## config.mk

```make
export PLATFORM = sky130hd
export DESIGN_NAME = slrh_top
export DESIGN_NICKNAME = d
export VERILOG_FILES = /design/src/rtl/slrh_pkg.sv /design/src/rtl/slrh_top.sv
export VERILOG_INCLUDE_DIRS = /design/src /design/src/rtl
export SDC_FILE = /design/constraint.sdc
export NUM_CORES = 1
export LEC_CHECK = 0
export BUFFER_PORTS_ARGS = -buffer_cell sky130_fd_sc_hd__buf_4
export CAP_MARGIN = 10
export CORE_MARGIN = 4
export CORE_UTILIZATION = 25
export CTS_CLUSTER_SIZE = 28
export DETAILED_ROUTE_END_ITERATION = 8
export GPL_ROUTABILITY_DRIVEN = 0
export SETUP_SLACK_MARGIN = 0.02
export SLEW_MARGIN = 20
export SYNTH_ARGS = -nofsm -noshare
export SYNTH_HDL_FRONTEND = slang
export SYNTH_SLANG_ARGS = --single-unit
```

## constraint.sdc

```tcl
create_clock -name ref_clk -period 5.3 [get_ports ref_clk]
set_input_delay 0 -clock ref_clk [delete_from_list [all_inputs] [get_ports ref_clk]]
set_output_delay 0 -clock ref_clk [all_outputs]
set_load 0.02 [all_outputs]
```

## src/rtl/slrh_consts.svh

```systemverilog
`ifndef SLRH_CONSTS_SVH
`define SLRH_CONSTS_SVH
// register addresses
`define SLRH_ADR_TIMER_EN 7'h01
`define SLRH_ADR_GUARD_LIM 7'h02
`define SLRH_ADR_RETRY 7'h03
`define SLRH_ADR_STATUS 7'h04
`define SLRH_ADR_ERR0 7'h14
`define SLRH_ADR_ERR3 7'h17
`define SLRH_ADR_PAY0 7'h2F
`define SLRH_ADR_PAY3 7'h32
`define SLRH_ADR_ACP_CTL 7'h33
// field ranges
`define SLRH_F_ERR_LIM 2:0
`define SLRH_F_GUARD 7:5
`define SLRH_F_RETRY_LIM 1:0
`define SLRH_F_SEL 6:4
`define SLRH_B_ACP_EN 7
`define SLRH_F_CNT_EVEN 2:0
`define SLRH_F_CNT_ODD 6:4
`define SLRH_B_OWN_TIMER 0
// status flag bits
`define SLRH_FL_DAT 0
`define SLRH_FL_ACK 1
`define SLRH_FL_ACP 2
`define SLRH_FL_NAK 3
`define SLRH_FL_NAR_SENT 4
`define SLRH_FL_NAR_RX 5
// reset, saturation and increment values
`define SLRH_RST_BYTE 8'h00
`define SLRH_CNT_MAX 3'h7
`define SLRH_CNT_ONE 3'h1
`define SLRH_RETRY_ONE 2'h1
// timing
`define SLRH_CLK_NS 50
`define SLRH_RTC_NS 31250
`define SLRH_RTC_CYC ((`SLRH_RTC_NS + `SLRH_CLK_NS - 1) / `SLRH_CLK_NS)
`define SLRH_REPLY_BYTES 3
`endif

```

## src/rtl/slrh_pkg.sv

```systemverilog
package slrh_pkg;
  typedef enum logic [2:0] {
    RP_NONE = 3'b000,
    RP_ACK = 3'b001,
    RP_ACP = 3'b010,
    RP_NAK = 3'b011,
    RP_NAR = 3'b100,
    RP_BAD = 3'b101
  } slrh_reply_t;
  typedef enum logic [1:0] {
    ST_IDLE = 2'b00,
    ST_WAIT = 2'b01,
    ST_TX = 2'b10,
    ST_LISTEN = 2'b11
  } slrh_fsm_t;
  typedef struct packed {
    logic done;
    logic id_known;
    logic id_match;
    logic crc_ok;
    logic [2:0] unit;
  } slrh_rx_t;
  typedef struct packed {
    logic valid;
    slrh_reply_t kind;
    logic [31:0] data;
  } slrh_reply_in_t;
  typedef struct packed {
    logic start;
    slrh_reply_t code;
    logic [31:0] payload;
  } slrh_tx_t;
  typedef struct packed {
    slrh_fsm_t st;
    logic [9:0] wait_cnt;
    logic [1:0] byte_cnt;
    logic retx;
    logic [1:0] retx_cnt;
    logic [2:0] unit;
    slrh_reply_t pend;
    logic [7:0] ten;
    logic [7:0] lim;
    logic [7:0] ctl;
    logic [3:0][7:0] errc;
    logic [3:0][7:0] pay;
    logic [7:0] acp_ctl;
    logic [7:0] flags;
    logic [7:0] rdata;
    slrh_tx_t tx;
    logic sync;
    logic rx_en;
    logic resend;
    logic pdown;
    logic guard_grow;
    logic [2:0] guard_unit;
  } slrh_state_t;
endpackage

```

## src/rtl/slrh_top.sv

```systemverilog
`include "slrh_consts.svh"
module slrh_top
  import slrh_pkg::*;
#(
  parameter int unsigned RTC_CYC = `SLRH_RTC_CYC,
  parameter int unsigned REPLY_BYTES = `SLRH_REPLY_BYTES
)
(
  input wire logic ref_clk,
  input wire logic rst,
  input wire logic is_master,
  input wire logic [6:0] reg_addr,
  input wire logic [7:0] reg_wdata,
  input wire logic reg_wr,
  input wire logic reg_rd,
  output logic [7:0] reg_rdata,
  input wire slrh_rx_t rx_in,
  input wire logic reply_tx_done,
  input wire logic own_tx_done,
  input wire slrh_reply_in_t reply_in,
  input wire logic byte_tick,
  input wire logic stop_client_timer_cmd,
  output slrh_tx_t tx_out,
  output logic sync_pulse,
  output logic rx_enable,
  output logic resend_start,
  output logic power_down,
  output logic guard_grow,
  output logic [2:0] guard_unit,
  output logic [7:0] timer_enables,
  output logic [7:0] irq_flags
);
  localparam logic [9:0] RTC_LAST = 10'(RTC_CYC - 1);
  localparam logic [1:0] BYTE_LAST = 2'(REPLY_BYTES - 1);
  // done edge to sampled start, one rtc period plus the output register
  localparam int ACK_LAT = int'(RTC_CYC) + 1;

  slrh_state_t r;
  slrh_state_t n;
  logic [7:0] set_fl;
  logic [7:0] clr_fl;
  logic [2:0] u;
  logic [2:0] cnt_u;
  logic inc_ev;

  function automatic logic [2:0] cnt_get(logic [3:0][7:0] e, logic [2:0] i);
    if (i[0])
      cnt_get = e[i[2:1]][`SLRH_F_CNT_ODD];
    else
      cnt_get = e[i[2:1]][`SLRH_F_CNT_EVEN];
  endfunction

  function automatic logic [3:0][7:0] cnt_put(logic [3:0][7:0] e, logic [2:0] i,
                                               logic [2:0] v);
    cnt_put = e;
    if (i[0])
      cnt_put[i[2:1]][`SLRH_F_CNT_ODD] = v;
    else
      cnt_put[i[2:1]][`SLRH_F_CNT_EVEN] = v;
  endfunction

  always_comb
  begin
    n = r;
    set_fl = `SLRH_RST_BYTE;
    clr_fl = `SLRH_RST_BYTE;
    inc_ev = 1'b0;
    cnt_u = 3'h0;
    u = r.retx ? r.unit : rx_in.unit;
    n.tx.start = 1'b0;
    n.sync = 1'b0;
    n.resend = 1'b0;
    n.pdown = 1'b0;
    n.guard_grow = 1'b0;
    // software access
    if (reg_wr)
    begin
      if (reg_addr == `SLRH_ADR_TIMER_EN)
        n.ten = reg_wdata;
      else if (reg_addr == `SLRH_ADR_GUARD_LIM)
        n.lim = reg_wdata;
      else if (reg_addr == `SLRH_ADR_RETRY)
        n.ctl = reg_wdata;
      else if (reg_addr >= `SLRH_ADR_ERR0 && reg_addr <= `SLRH_ADR_ERR3)
        n.errc[2'(reg_addr - `SLRH_ADR_ERR0)] = reg_wdata;
      else if (reg_addr >= `SLRH_ADR_PAY0 && reg_addr <= `SLRH_ADR_PAY3)
        n.pay[2'(reg_addr - `SLRH_ADR_PAY0)] = reg_wdata;
      else if (reg_addr == `SLRH_ADR_ACP_CTL)
        n.acp_ctl = reg_wdata;
    end
    if (reg_rd)
    begin
      if (reg_addr == `SLRH_ADR_TIMER_EN)
        n.rdata = r.ten;
      else if (reg_addr == `SLRH_ADR_GUARD_LIM)
        n.rdata = r.lim;
      else if (reg_addr == `SLRH_ADR_RETRY)
        n.rdata = r.ctl;
      else if (reg_addr == `SLRH_ADR_STATUS)
      begin
        n.rdata = r.flags;
        clr_fl = r.flags;
      end
      else if (reg_addr >= `SLRH_ADR_ERR0 && reg_addr <= `SLRH_ADR_ERR3)
        n.rdata = r.errc[2'(reg_addr - `SLRH_ADR_ERR0)];
      else if (reg_addr >= `SLRH_ADR_PAY0 && reg_addr <= `SLRH_ADR_PAY3)
        n.rdata = r.pay[2'(reg_addr - `SLRH_ADR_PAY0)];
      else if (reg_addr == `SLRH_ADR_ACP_CTL)
        n.rdata = r.acp_ctl;
      else
        n.rdata = `SLRH_RST_BYTE;
    end
    if (stop_client_timer_cmd)
      n.ten[`SLRH_B_OWN_TIMER] = 1'b0;
    case (r.st)
      ST_IDLE:
      begin
        if (is_master && rx_in.done)
        begin
          n.unit = u;
          n.wait_cnt = 10'h000;
          if (!rx_in.id_known)
          begin
            inc_ev = 1'b1;
            cnt_u = u;
            n.guard_grow = !r.retx;
            n.guard_unit = u;
            n.retx = 1'b0;
            n.rx_en = 1'b0;
            n.pdown = 1'b1;
          end
          else if (rx_in.id_match && rx_in.crc_ok)
          begin
            n.sync = !r.retx;
            set_fl[`SLRH_FL_DAT] = 1'b1;
            if (r.acp_ctl[`SLRH_B_ACP_EN] && r.acp_ctl[`SLRH_F_SEL] == u)
              n.pend = RP_ACP;
            else
              n.pend = RP_ACK;
            n.errc = cnt_put(n.errc, u, 3'h0);
            n.retx = 1'b0;
            n.st = ST_WAIT;
          end
          else if (rx_in.id_match && r.ctl[`SLRH_F_RETRY_LIM] != 2'h0
                   && r.retx_cnt < r.ctl[`SLRH_F_RETRY_LIM])
          begin
            n.sync = !r.retx;
            set_fl[`SLRH_FL_NAR_SENT] = 1'b1;
            n.pend = RP_NAR;
            n.retx = 1'b1;
            n.retx_cnt = r.retx_cnt + `SLRH_RETRY_ONE;
            n.st = ST_WAIT;
          end
          else
          begin
            if (r.ctl[`SLRH_F_RETRY_LIM] == 2'h0)
              set_fl[`SLRH_FL_NAK] = 1'b1;
            inc_ev = 1'b1;
            cnt_u = u;
            n.pend = RP_NAK;
            n.retx = 1'b0;
            n.st = ST_WAIT;
          end
        end
        else if (!is_master && own_tx_done)
        begin
          n.pend = RP_NONE;
          n.wait_cnt = 10'h000;
          n.st = ST_WAIT;
        end
      end
      ST_WAIT:
      begin
        n.wait_cnt = r.wait_cnt + 10'h001;
        if (r.wait_cnt == RTC_LAST)
        begin
          if (is_master)
          begin
            n.tx.start = 1'b1;
            n.tx.code = r.pend;
            n.tx.payload = r.pay;
            n.st = ST_TX;
          end
          else if (r.pend == RP_NONE)
          begin
            n.rx_en = 1'b1;
            n.byte_cnt = 2'h0;
            n.st = ST_LISTEN;
          end
          else
          begin
            n.resend = 1'b1;
            n.st = ST_IDLE;
          end
        end
      end
      ST_TX:
      begin
        if (reply_tx_done)
        begin
          n.st = ST_IDLE;
          // back to receive for the resend
          n.rx_en = r.pend == RP_NAR;
          n.pdown = r.pend != RP_NAR;
        end
      end
      ST_LISTEN:
      begin
        if (reply_in.valid)
        begin
          n.rx_en = 1'b0;
          n.st = ST_IDLE;
          n.pdown = 1'b1;
          n.retx = 1'b0;
          case (reply_in.kind)
            RP_ACK:
            begin
              set_fl[`SLRH_FL_ACK] = 1'b1;
              n.errc = cnt_put(n.errc, 3'h0, 3'h0);
            end
            RP_ACP:
            begin
              n.pay = reply_in.data;
              set_fl[`SLRH_FL_ACP] = 1'b1;
              n.errc = cnt_put(n.errc, 3'h0, 3'h0);
            end
            RP_NAR:
            begin
              set_fl[`SLRH_FL_NAR_RX] = 1'b1;
              if (r.ctl[`SLRH_F_RETRY_LIM] != 2'h0
                  && r.retx_cnt < r.ctl[`SLRH_F_RETRY_LIM])
              begin
                n.retx = 1'b1;
                n.retx_cnt = r.retx_cnt + `SLRH_RETRY_ONE;
                n.pend = RP_NAR;
                n.wait_cnt = 10'h000;
                n.st = ST_WAIT;
                n.pdown = 1'b0;
              end
            end
            default:
            begin
              set_fl[`SLRH_FL_NAK] = 1'b1;
              inc_ev = 1'b1;
            end
          endcase
        end
        else if (byte_tick)
        begin
          n.byte_cnt = r.byte_cnt + 2'h1;
          if (r.byte_cnt == BYTE_LAST)
          begin
            inc_ev = 1'b1;
            n.rx_en = 1'b0;
            n.retx = 1'b0;
            n.pdown = 1'b1;
            n.st = ST_IDLE;
          end
        end
      end
      default:
        n.st = ST_IDLE;
    endcase
    if (inc_ev)
    begin
      if (cnt_get(n.errc, cnt_u) != `SLRH_CNT_MAX)
        n.errc = cnt_put(n.errc, cnt_u, cnt_get(n.errc, cnt_u) + `SLRH_CNT_ONE);
      if (cnt_get(n.errc, cnt_u) > r.lim[`SLRH_F_ERR_LIM])
        n.ten[cnt_u] = 1'b0;
    end
    if (!n.retx)
      n.retx_cnt = 2'h0;
    // hardware set wins over read clear
    n.flags = (r.flags & ~clr_fl) | set_fl;
  end

  always_ff @(posedge ref_clk or posedge rst)
  begin
    if (rst)
      r <= '0;
    else
      r <= n;
  end

  assign reg_rdata = r.rdata;
  assign tx_out = r.tx;
  assign sync_pulse = r.sync;
  assign rx_enable = r.rx_en;
  assign resend_start = r.resend;
  assign power_down = r.pdown;
  assign guard_grow = r.guard_grow;
  assign guard_unit = r.guard_unit;
  assign timer_enables = r.ten;
  assign irq_flags = r.flags;
endmodule

```

==> results of run 1 <==
sequential cells by signal (all words and copies together), names as in the netlist, named ones only:
signal and flops:
r 110, irq_flags 8, guard_unit 3, power_down 1
sync_pulse 1, timer_enables 8, guard_grow 1, rx_enable 1
resend_start 1, tx_out 36, reg_rdata 8
path summary, 6_finish.rpt:
| kind | from | to | depth (start not counted) |
|---|---|---|---|
| max in group asynchronous | rst | reg_rdata[3] | 4 |
| setup / recovery | r[133] | timer_enables[6] | 24 |
| hold / removal | rx_in[0] | r[159] | 4 |
| min in group asynchronous | rst | r[175] | 3 |
| setup reg to reg | r[133] | timer_enables[6] | 24 |
| hold reg to reg | guard_unit[0] | guard_unit[0] | 2 |
synthesized netlist by cell type, types with 7 or more instances:
master,count,area (um2)
or2_2,7,43.8
nor3_1,12,60.1
nand2_1,93,349
mux2_2,74,833
nand3_1,21,105
clkbuf_1,47,176
inv_1,28,105
mux4_2,16,360
o211ai_1,7,52.6
a222oi_1,15,150
or3_1,9,56.3
a21o_1,9,67.6
and3_1,11,68.8
ha_1,17,213
o21ai_0,74,370
a22oi_1,12,90.1
mux2i_1,72,721
mux2_1,7,78.8
a31oi_1,12,75.1
a21oi_1,25,125
dfrtp_1,179,4480
buf_4,63,473
and2_1,8,50.1
nor2_1,79,297
power breakdown:
| group | switching, uW | internal, uW | total, uW |
|---|---|---|---|
| Combinational | 831 | 703 | 1530 |
| Sequential | 234 | 1590 | 1830 |
| Clock | 620 | 689 | 1310 |
repair_timing:
action | in CTS | in global routing
pin swaps | 0 | 1
hold buffers | 82 | 0
buffers inserted | 0 | 1
cloned | 0 | 0
resized for setup | 1 | 8
endpoints found under the hold margin | 154 | 0
setup endpoints to repair | 5 | 8
metrics by stage:
| stage | hold slack [ps] | utilization (%) |
|---|---|---|
| 2_1_floorplan | 66.2 | - |
| 3_3_place_gp | 127 | 28.4 |
| 3_5_place_dp | 134 | 28.4 |
| 4_1_cts | 52.6 | 31.9 |
| 5_1_grt | 70.4 | 32.0 |
| 6_report | 71.9 | 32.0 |
cells by family after synthesis:
family                   Yosys count
AND/OR/NAND/NOR                  280
AO/OA/AOI/OAI                    208
flip-flops                       179
multiplexers                     169
buffers and inverters            146
adder cells (fa/ha/maj)           17
XOR/XNOR                           6
worst reg2reg max path: cells and delay by family (launching register included):
family | cells | cell delay (ps)
AO/OA/AOI/OAI | 11 | 2010
AND/OR/NAND/NOR | 6 | 1100
adder cells (fa/ha/maj) | 4 | 1080
flip-flops | 1 | 390
buffers and inverters | 3 | 280
area by class of cell:
| cell class | instances | area, um2 | share of cell area [%] |
|---|---|---|---|
| Clock buffer | 19 | 443 | 3.39 |
| Antenna cell | 1 | 2.50 | 0.0191 |
| Clock inverter | 13 | 164 | 1.25 |
| Inverter | 28 | 110 | 0.842 |
| Sequential cell | 179 | 4480 | 34.2 |
| Tap cell | 532 | 666 | 5.09 |
| Timing Repair Buffer | 253 | 2100 | 16.1 |
| Multi-Input combinational cell | 680 | 5110 | 39.1 |
routing by layer:
layer  track usage (%)  part of all wire [%]  wire length (um)
met5                 0                     0                 0
met3              2.66                   4.8              1630
met1              20.0                    44             14900
met2              25.8                    49             16700
met4              4.18                   2.2               742
==> impl_table.tex, run 1 <==
\begin{tabular}{lr}
\hline
Metric & Value \\
\hline
\multicolumn{2}{l}{\textbf{Synth}} \\
Post-synth net total & 1089 \\
Mux cell area share after synthesis & 19.3\% \\
Post-synthesis sequential area ratio & roughly 43\% \\
Adder-cell share of the synthesized area & 2.06\% \\
Xor-xnor portion of the synthesized cell area & less than 1\% \\
Count of state elements after synthesis & between 150 and 200 \\
Yosys cell types & 68 \\
Most used flip-flop cell after synthesis & dfrtp\_1 \\
Complex-gate fraction of the synthesized area & 13.9\% \\
Post-synthesis instance area & just over 10000 um2 \\
Number of warnings reported in the yosys synthesis log & 0 \\
FFs w/ async S/R, synth & 100\% \\
Combinational family with the most area after synthesis & multiplexers \\
Mapped Cells & $\sim$1k \\
Number of flops mapped to enable cells by yosys & 0 \\
Post-synthesis share of cell area spent on and, or, nand and nor gates & 13.1\% \\
Post-Syn Area per Cell & 10.3 um2 \\
\multicolumn{2}{l}{\textbf{Placement}} \\
DP Cell Count & around 1.6k \\
Count of input and output buffers & 134 \\
Detailed placer's ending HPWL & approximately 25 mm \\
Setup Slack @ Placement & -28.6 ps \\
Area of placed instances & between 10000 and 15000 um2 \\
\multicolumn{2}{l}{\textbf{Critical path}} \\
WS Path Type & reg -> reg \\
CP cell instances & inv\_1 -> ha\_1 -> nor2b\_2 -> or3\_4 -> a211oi\_4 -> a22oi\_1 -> o2111a\_1 -> o21a\_1 -> a221oi\_4 -> inv\_1 -> ha\_1 -> ha\_4 -> inv\_1 -> nand2\_1 -> nor3\_2 -> nor4\_2 -> a31oi\_1 -> o221ai\_1 -> ha\_1 -> a21o\_1 -> a21oi\_1 -> a311oi\_2 -> and2\_1 -> a21oi\_1 \\
Crit-path max FO & 11 \\
Standard cell with the maximum stage delay on the critical path & or3\_4 \\
Combined buffer and inverter count along the critical path & 3 \\
Data required time at the worst endpoint & 5640 ps \\
CP endpoint kind & register \\
Delay contributed by the slowest stage of the critical path & between 400 and 500 ps \\
Worst endpoint data arrival time & around 5300 ps \\
Critical path launch point type & register \\
Worst reg-to-reg setup slack & 320 ps \\
Largest delay share family, worst path & compound AO/OA/AOI/OAI gates \\
\multicolumn{2}{l}{\textbf{Floorplanning}} \\
Overall die height & around 210 um \\
Die extent in x & roughly 210 um \\
Total core area & around 40000 um2 \\
\# rows & 74 \\
Number of top-level pins & between 100 and 150 \\
Die area & between 40000 and 50000 um2 \\
Starting Density & about a quarter \\
\multicolumn{2}{l}{\textbf{Layout}} \\
Area growth, synth to finish & 26.8\% \\
Top library cells by usage in the layout, fill and taps aside & dfrtp\_1 (179), buf\_4 (171), nand2\_1 (93), dlygate4sd3\_1 (82), nor2\_1 (78) \\
Post-route design area & around 13000 um2 \\
Most frequent standard cell in the layout excluding fill and tap cells & dfrtp\_1 \\
Post-Layout Cell Count & $\sim$1.7k \\
Final-layout fill cell count & 4085 \\
Final nets & 1243 \\
Layout cells sized above 1 & between 20 and 30\% \\
\multicolumn{2}{l}{\textbf{Pwr}} \\
Total power density per cell area & around 360 nW/um2 \\
Worst supply voltage drop on vdd & between 200 and 250 uV \\
Post-layout power & approximately 4700 uW \\
Static leakage & 0.00631 uW \\
\multicolumn{2}{l}{\textbf{Global route}} \\
Antenna violations before repair & 1 \\
Overall routing resource usage & 15.2\% \\
Vias in the first global route & slightly below 9k \\
Total global routing overflow & 0 \\
Maximum number of pins on one net before global-route repair & roughly 70 \\
First-pass GRT wire length & about 53 mm \\
\multicolumn{2}{l}{\textbf{Timing}} \\
Headroom to the max-slew limit & 27.2\% \\
Fmax achieved & 0.201 GHz \\
Worst-case clock skew & roughly 15 ps \\
Setup tns final & 0 ps \\
Final setup violation count & 0 \\
Final setup slack of the worst path & approximately 320 ps \\
Count of endpoints failing hold in the final timing report & 0 \\
RSZ-0062 raised after global routing & false \\
Time the final worst path needs with I/O delays and setup & 4980 ps \\
Number of slew-limit violations in the final report & 0 \\
Pin slew with the least headroom to its limit & 1090 ps \\
Period Utilization, post-route & around 94\% \\
\multicolumn{2}{l}{\textbf{CTS}} \\
Cts bufs inserted & 17 \\
CTS H-Tree Depth & 4 \\
Sink count of the clock tree & approximately 180 \\
Longest Clk Path Bufs & 2 \\
Worst-path clk slew & roughly 80 ps \\
Cell at the root of the clock tree & clkbuf\_16 \\
Clock network latency to the later pin of the worst-skew pair & 450 ps \\
Clock tree from TritonCTS & yes \\
\multicolumn{2}{l}{\textbf{Routing}} \\
Post-detailed-route count of antenna-violating nets & 0 \\
DRC violation count after routing & 0 \\
Pre-Repair DR Iteration Count & 6 \\
Total routed wirelength & 34.0 mm \\
Via count normalized by instance count & 5.04 \\
Via count & around 8.6k \\
Initial DRC count & 966 \\
WL/cell & $\sim$20 um \\
\multicolumn{2}{l}{\textbf{Hold path}} \\
Tightest Hold Check Type & in -> reg \\
\multicolumn{2}{l}{\textbf{Run}} \\
Max-Cap Viols & 0 \\
\multicolumn{2}{l}{\textbf{Run status}} \\
Status & finished, final reports clean \\
\hline
\end{tabular}
(Power assumes the default switching activity.)
==> run 2: changes to the inputs <==
==> constraint.sdc (replaced) <==
create_clock -name ref_clk -period 5.3 [get_ports ref_clk]
set_input_delay 1.325 -clock ref_clk [delete_from_list [all_inputs] [get_ports ref_clk]]
set_output_delay 1.325 -clock ref_clk [all_outputs]
set_load 0.02 [all_outputs]
==> impl_table.tex, run 2 (same netlist as run 1, synthesis figures left out) <==
\begin{tabular}{lr}
\hline
Metric & Value \\
\hline
\multicolumn{2}{l}{\textbf{Run status}} \\
Status & finished, final reports clean \\
\multicolumn{2}{l}{\textbf{Pwr}} \\
Proportion of power drawn by combinational gates & 31.8\% \\
Seq pwr share & 40.2\% \\
Share of total power consumed by net switching & a little under two fifths \\
Clock Power Share & between 20\% and 30\% \\
Switch Pwr & 1680 uW \\
Worst supply voltage drop on vdd & 203 uV \\
Internal Pwr Total & 2900 uW \\
Static leakage & approximately 0.0063 uW \\
Total power density per cell area & around 350 nW/um2 \\
Post-layout power & 4570 uW \\
\multicolumn{2}{l}{\textbf{Hold path}} \\
Tightest Hold Check Type & reg -> reg \\
\multicolumn{2}{l}{\textbf{Global route}} \\
Antenna violations before repair & 0 \\
Total global routing overflow & 0 \\
Maximum number of pins on one net before global-route repair & 112 \\
Overall routing resource usage & between 10 and 15\% \\
Vias in the first global route & $\sim$8.4k \\
First-pass GRT wire length & roughly 51 mm \\
\multicolumn{2}{l}{\textbf{Layout}} \\
Area growth, synth to finish & 26.0\% \\
Area occupied by multi-input gates & 5240 um2 \\
Layout cells sized above 1 & $\sim$36\% \\
Post-route core utilization & between 30\% and 40\% \\
Top library cells by usage in the layout, fill and taps aside & buf\_4 (242), dfrtp\_1 (179), nand2\_1 (93), nor2\_1 (75), o21ai\_0 (74) \\
Final-layout fill cell count & 4145 \\
Number of flip-flops in the largest register & between 100 and 150 \\
Most frequent standard cell in the layout excluding fill and tap cells & buf\_4 \\
Most flops, register & r \\
Total area of sequential cells & about 4500 um2 \\
Total inserted antenna cells & 0 \\
Final nets & between 1k and 1.5k \\
\multicolumn{2}{l}{\textbf{Timing}} \\
Pin slew with the least headroom to its limit & $\sim$820 ps \\
Period Utilization, post-route & a little over nine tenths \\
Final setup violation count & 0 \\
Count of endpoints failing hold in the final timing report & 0 \\
Fmax achieved & 0.198 GHz \\
RSZ-0062 raised after global routing & false \\
Worst-case clock skew & between 8 and 9 ps \\
Headroom to the max-slew limit & 44.5\% \\
Number of slew-limit violations in the final report & 0 \\
Post-Route Hold Slack & 501 ps \\
Time the final worst path needs with I/O delays and setup & slightly above 5000 ps \\
\multicolumn{2}{l}{\textbf{Floorplanning}} \\
Starting Density & 25.3\% \\
Overall die height & 211 um \\
Total core area & roughly 41000 um2 \\
Die area & around 45000 um2 \\
\# rows & 74 \\
Number of top-level pins & 135 \\
Die extent in x & 211 um \\
\multicolumn{2}{l}{\textbf{CTS}} \\
Cell at the root of the clock tree & clkbuf\_16 \\
Sink count of the clock tree & $\sim$180 \\
Longest Clk Path Bufs & 2 \\
Worst-path clk slew & 70 ps \\
CTS H-Tree Depth & 4 \\
Clock tree from TritonCTS & yes \\
Clock network latency to the later pin of the worst-skew pair & 440 ps \\
Cts bufs inserted & 17 \\
\multicolumn{2}{l}{\textbf{Routing}} \\
Via count normalized by instance count & about 5 \\
DRC violation count after routing & 0 \\
WL/cell & $\sim$20 um \\
Pre-Repair DR Iteration Count & 6 \\
Total routed wirelength & 33.9 mm \\
Post-detailed-route count of antenna-violating nets & 0 \\
Initial DRC count & 785 \\
Via count & 8550 \\
\multicolumn{2}{l}{\textbf{Critical path}} \\
WS Path Type & in -> reg \\
Worst reg-to-reg setup slack & roughly 500 ps \\
Data required time at the worst endpoint & roughly 5700 ps \\
CP endpoint kind & register \\
Worst endpoint data arrival time & 5400 ps \\
Crit-path max FO & 5 \\
Critical path launch point type & input port \\
\multicolumn{2}{l}{\textbf{Run}} \\
Max-Cap Viols & 0 \\
\multicolumn{2}{l}{\textbf{Placement}} \\
Count of input and output buffers & approximately 130 \\
Detailed placer's ending HPWL & approximately 26 mm \\
\hline
\end{tabular}
==> run 2: area by class of cell <==
| type | instances | share of cell area [%] |
|---|---|---|
| repair buffers | 248 | 14.8 |
| clock inverters | 15 | 1.31 |
| inverters | 28 | 0.837 |
| well taps | 532 | 5.12 |
| clock buffers | 17 | 3.27 |
| flip-flops and latches | 179 | 34.4 |
| multi-input cells | 680 | 40.3 |
==> run 2: per-layer routing <==
| metal | vias to the layer above | global-route usage, % | part of all wire [%] | wire length, um |
|---|---|---|---|---|
| met1 | 4275 | 19.3 | 42 | 14200 |
| li1 | 3909 | - | - | - |
| met4 | 0 | 5.21 | 2.7 | 906 |
| met2 | 314 | 24.6 | 49 | 16600 |
| met5 | - | 0 | 0 | 0 |
| met3 | 52 | 2.84 | 6.4 | 2160 |
==> run 2: per-stage QoR <==
stage	area (um2)	worst slack [ps]	instances	setup TNS, ps
finish	13000	253	1699	0
global route	13000	4.81	1699	0
CTS	12800	47.2	1693	0
detailed placement	12200	-441	1661	-3180
global placement	12200	-312	1661	-2150
floorplan	10400	-371	1005	-2230
==> run 2: path summary, 6_finish.rpt <==
check	endpoint	cells past startpoint	startpoint
worst min register to register	guard_unit[1]	2	guard_unit[1]
min in group asynchronous	tx_out[35]	2	rst
max in group asynchronous	r[109]	3	rst
worst max-delay path	timer_enables[5]	23	reg_addr[0]
worst max register to register	timer_enables[5]	22	r[178]
worst min-delay path	guard_unit[1]	2	guard_unit[1]
==> run 2: timing repair <==
| action | CTS | global route |
|---|---|---|
| pin swaps | 0 | 11 |
| hold buffers | 0 | 0 |
| setup buffers | 0 | 4 |
| gates resized for setup | 1 | 26 |
| setup endpoints to repair | 4 | 8 |
==> run 2: worst max-delay path: stages <==
cell,delay [ps]
buf_4,130
ha_2,180
nand3b_1,160
buf_6,150
nand4_4,110
mux2_4,320
o2111a_2,260
o21a_1,210
a221oi_4,220
inv_2,80
ha_4,170
ha_4,180
nor2_4,110
nor3_1,60
nor4_2,390
nand3_1,150
o221ai_2,230
ha_4,240
a21o_1,180
a21oi_2,150
a311oi_2,70
buf_4,170
a31oi_1,160
==> run 2: power groups by stage <==
| stage | Sequential [uW] | Combinational, uW | Clock [uW] |
|---|---|---|---|
| 2_1_floorplan | 1740 | 914 | 0 |
| 3_3_place_gp | 1850 | 1390 | 0 |
| 3_5_place_dp | 1850 | 1410 | 0 |
| 4_1_cts | 1830 | 1410 | 1300 |
| 5_1_grt | 1860 | 1600 | 1370 |
| 6_report | 1840 | 1460 | 1280 |
==> run 3: changes to the inputs <==
CTS_BUF_LIST = sky130_fd_sc_hd__clkbuf_16   (was default)
PLACE_DENSITY = 0.51   (was default)
==> impl_table.tex, run 3 (same netlist as run 1, synthesis figures left out) <==
\begin{tabular}{lr}
\hline
Metric & Value \\
\hline
\multicolumn{2}{l}{\textbf{Critical path}} \\
Crit-path max FO & 6 \\
CP endpoint kind & register \\
Critical path launch point type & input port \\
Data required time at the worst endpoint & between 5000 and 6000 ps \\
Worst endpoint data arrival time & between 5000 and 6000 ps \\
WS Path Type & in -> reg \\
\multicolumn{2}{l}{\textbf{Routing}} \\
Total routed wirelength & approximately 35 mm \\
Post-detailed-route count of antenna-violating nets & 0 \\
WL/cell & a little over 20 um \\
Initial DRC count & between 700 and 800 \\
Via count & between 8k and 9k \\
Pre-Repair DR Iteration Count & 5 \\
DRC violation count after routing & 0 \\
Via count normalized by instance count & $\sim$5 \\
\multicolumn{2}{l}{\textbf{Timing}} \\
Pin slew with the least headroom to its limit & 762 ps \\
Time the final worst path needs with I/O delays and setup & 5150 ps \\
Number of slew-limit violations in the final report & 0 \\
Period Utilization, post-route & between 90\% and 100\% \\
Worst-case clock skew & about 6.5 ps \\
Headroom to the max-slew limit & 48.7\% \\
Count of endpoints failing hold in the final timing report & 0 \\
Final setup violation count & 0 \\
Fmax achieved & 0.194 GHz \\
\multicolumn{2}{l}{\textbf{Global route}} \\
Overall routing resource usage & between 15 and 20\% \\
Total global routing overflow & 0 \\
First-pass GRT wire length & 53.0 mm \\
Maximum number of pins on one net before global-route repair & 120 \\
Antenna violations before repair & 0 \\
Vias in the first global route & $\sim$8.5k \\
\multicolumn{2}{l}{\textbf{Placement}} \\
Area of placed instances & between 10000 and 15000 um2 \\
Detailed placer's ending HPWL & between 20 and 30 mm \\
Count of input and output buffers & approximately 130 \\
\multicolumn{2}{l}{\textbf{CTS}} \\
Clock tree from TritonCTS & yes \\
Longest Clk Path Bufs & 2 \\
Sink count of the clock tree & between 150 and 200 \\
Cts bufs inserted & 17 \\
Cell at the root of the clock tree & clkbuf\_16 \\
Hold-fix buffers at CTS & 0 \\
Clock network latency to the later pin of the worst-skew pair & $\sim$440 ps \\
CTS H-Tree Depth & 4 \\
Worst-path clk slew & roughly 70 ps \\
\multicolumn{2}{l}{\textbf{Floorplanning}} \\
Starting Density & about a quarter \\
Die extent in x & 211 um \\
Die area & around 45000 um2 \\
Number of top-level pins & between 100 and 150 \\
Overall die height & approximately 210 um \\
Total core area & $\sim$41000 um2 \\
\# rows & 74 \\
\multicolumn{2}{l}{\textbf{Pwr}} \\
Post-layout power & 4520 uW \\
Static leakage & between 0.006 and 0.007 uW \\
Total power density per cell area & approximately 350 nW/um2 \\
Worst supply voltage drop on vdd & 192 uV \\
\multicolumn{2}{l}{\textbf{Layout}} \\
Final nets & approximately 1.2k \\
Most frequent standard cell in the layout excluding fill and tap cells & buf\_4 \\
Area growth, synth to finish & 24.9\% \\
Number of flip-flops in the largest register & 110 \\
Layout cells sized above 1 & between 30\% and 40\% \\
Most flops, register & r \\
Total inserted antenna cells & 0 \\
Final-layout fill cell count & around 4.2k \\
Top library cells by usage in the layout, fill and taps aside & buf\_4 (241), dfrtp\_1 (179), nand2\_1 (93), nor2\_1 (75), o21ai\_0 (74) \\
Post-route design area & about 13000 um2 \\
\multicolumn{2}{l}{\textbf{Run}} \\
Max-Cap Viols & 0 \\
\multicolumn{2}{l}{\textbf{Hold path}} \\
Tightest Hold Check Type & reg -> reg \\
\multicolumn{2}{l}{\textbf{Run status}} \\
Status & finished, final reports clean \\
\hline
\end{tabular}
run 3: cell count changes in the layout (fill, tap and decap cells not counted), sizes merged:
cell      delta
buf          -3
bufinv       -1
clkinv       -1
clkinvlp     +1
inv          +1
run 3: power by group:
part	switching, uW	internal, uW	total [uW]	leakage [uW]
combinational	832	605	1440	0.00357
sequential	236	1590	1830	0.00242
clock	625	624	1250	0.000274
run 3: area by class of cell:
| class | instances | area (um2) | area share [%] |
|---|---|---|---|
| Multi-Input combinational cell | 680 | 5190 | 40.2 |
| Sequential cell | 179 | 4480 | 34.8 |
| Clock inverter | 15 | 143 | 1.11 |
| Clock buffer | 17 | 425 | 3.30 |
| Tap cell | 532 | 666 | 5.16 |
| Inverter | 28 | 109 | 0.844 |
| Timing Repair Buffer | 245 | 1880 | 14.6 |
run 3: timing repair:
item                                    4_1_cts  5_1_grt
hold endpoints to repair                      0        0
endpoints found under the setup margin        8        8
pin swaps                                     0        8
buffers inserted                              0        1
cloned                                        0        0
resized for setup                             2       13
run 3: path summary, 6_finish.rpt:
path	depth (start not counted)	slack, ps	to	startpoint
max in group asynchronous	3	3330	r[111]	rst
setup reg to reg	21	310	timer_enables[4]	r[133]
hold / removal	2	500	guard_unit[0]	guard_unit[0]
hold reg to reg	2	500	guard_unit[0]	guard_unit[0]
min in group asynchronous	2	940	r[175]	rst
setup / recovery	23	150	timer_enables[4]	reg_addr[6]
run 3: worst max-delay path, stage by stage:
cell and delay, ps:
buf_4 120, nor4b_4 270, buf_6 170, buf_4 120, nand4_4 130, buf_4 180
mux2i_2 180, or2_2 150, nor2_1 40, a2111oi_1 380, a31oi_1 90, ha_2 210
ha_4 190, buf_12 130, buf_4 140, o32ai_1 330, o221ai_2 150, ha_1 350
a21o_1 150, a21oi_2 70, a311oi_4 290, and2_4 220, a21oi_1 60
run 3: routing by layer:
| metal | up-vias | global-route usage (%) | share of wire, % |
|---|---|---|---|
| li1 | 3892 | - | - |
| met1 | 4224 | 20.4 | 44 |
| met2 | 223 | 25.7 | 49 |
| met3 | 40 | 2.87 | 5.0 |
| met4 | 0 | 4.54 | 2.0 |
| met5 | - | 0 | 0 |
run 3: stage by stage:
step | TNS, ps | hold slack, ps | cells | worst slack [ps] | util [%]
6_report | 0 | 497 | 1696 | 154 | 31.6
5_1_grt | -25.5 | 528 | 1696 | -12.9 | 31.6
4_1_cts | 0 | 505 | 1694 | 35.6 | 31.4
3_5_place_dp | -3980 | 488 | 1662 | -532 | 30.0
3_3_place_gp | -2960 | 484 | 1662 | -408 | 30.0
2_1_floorplan | -2230 | 451 | 1005 | -371 | -
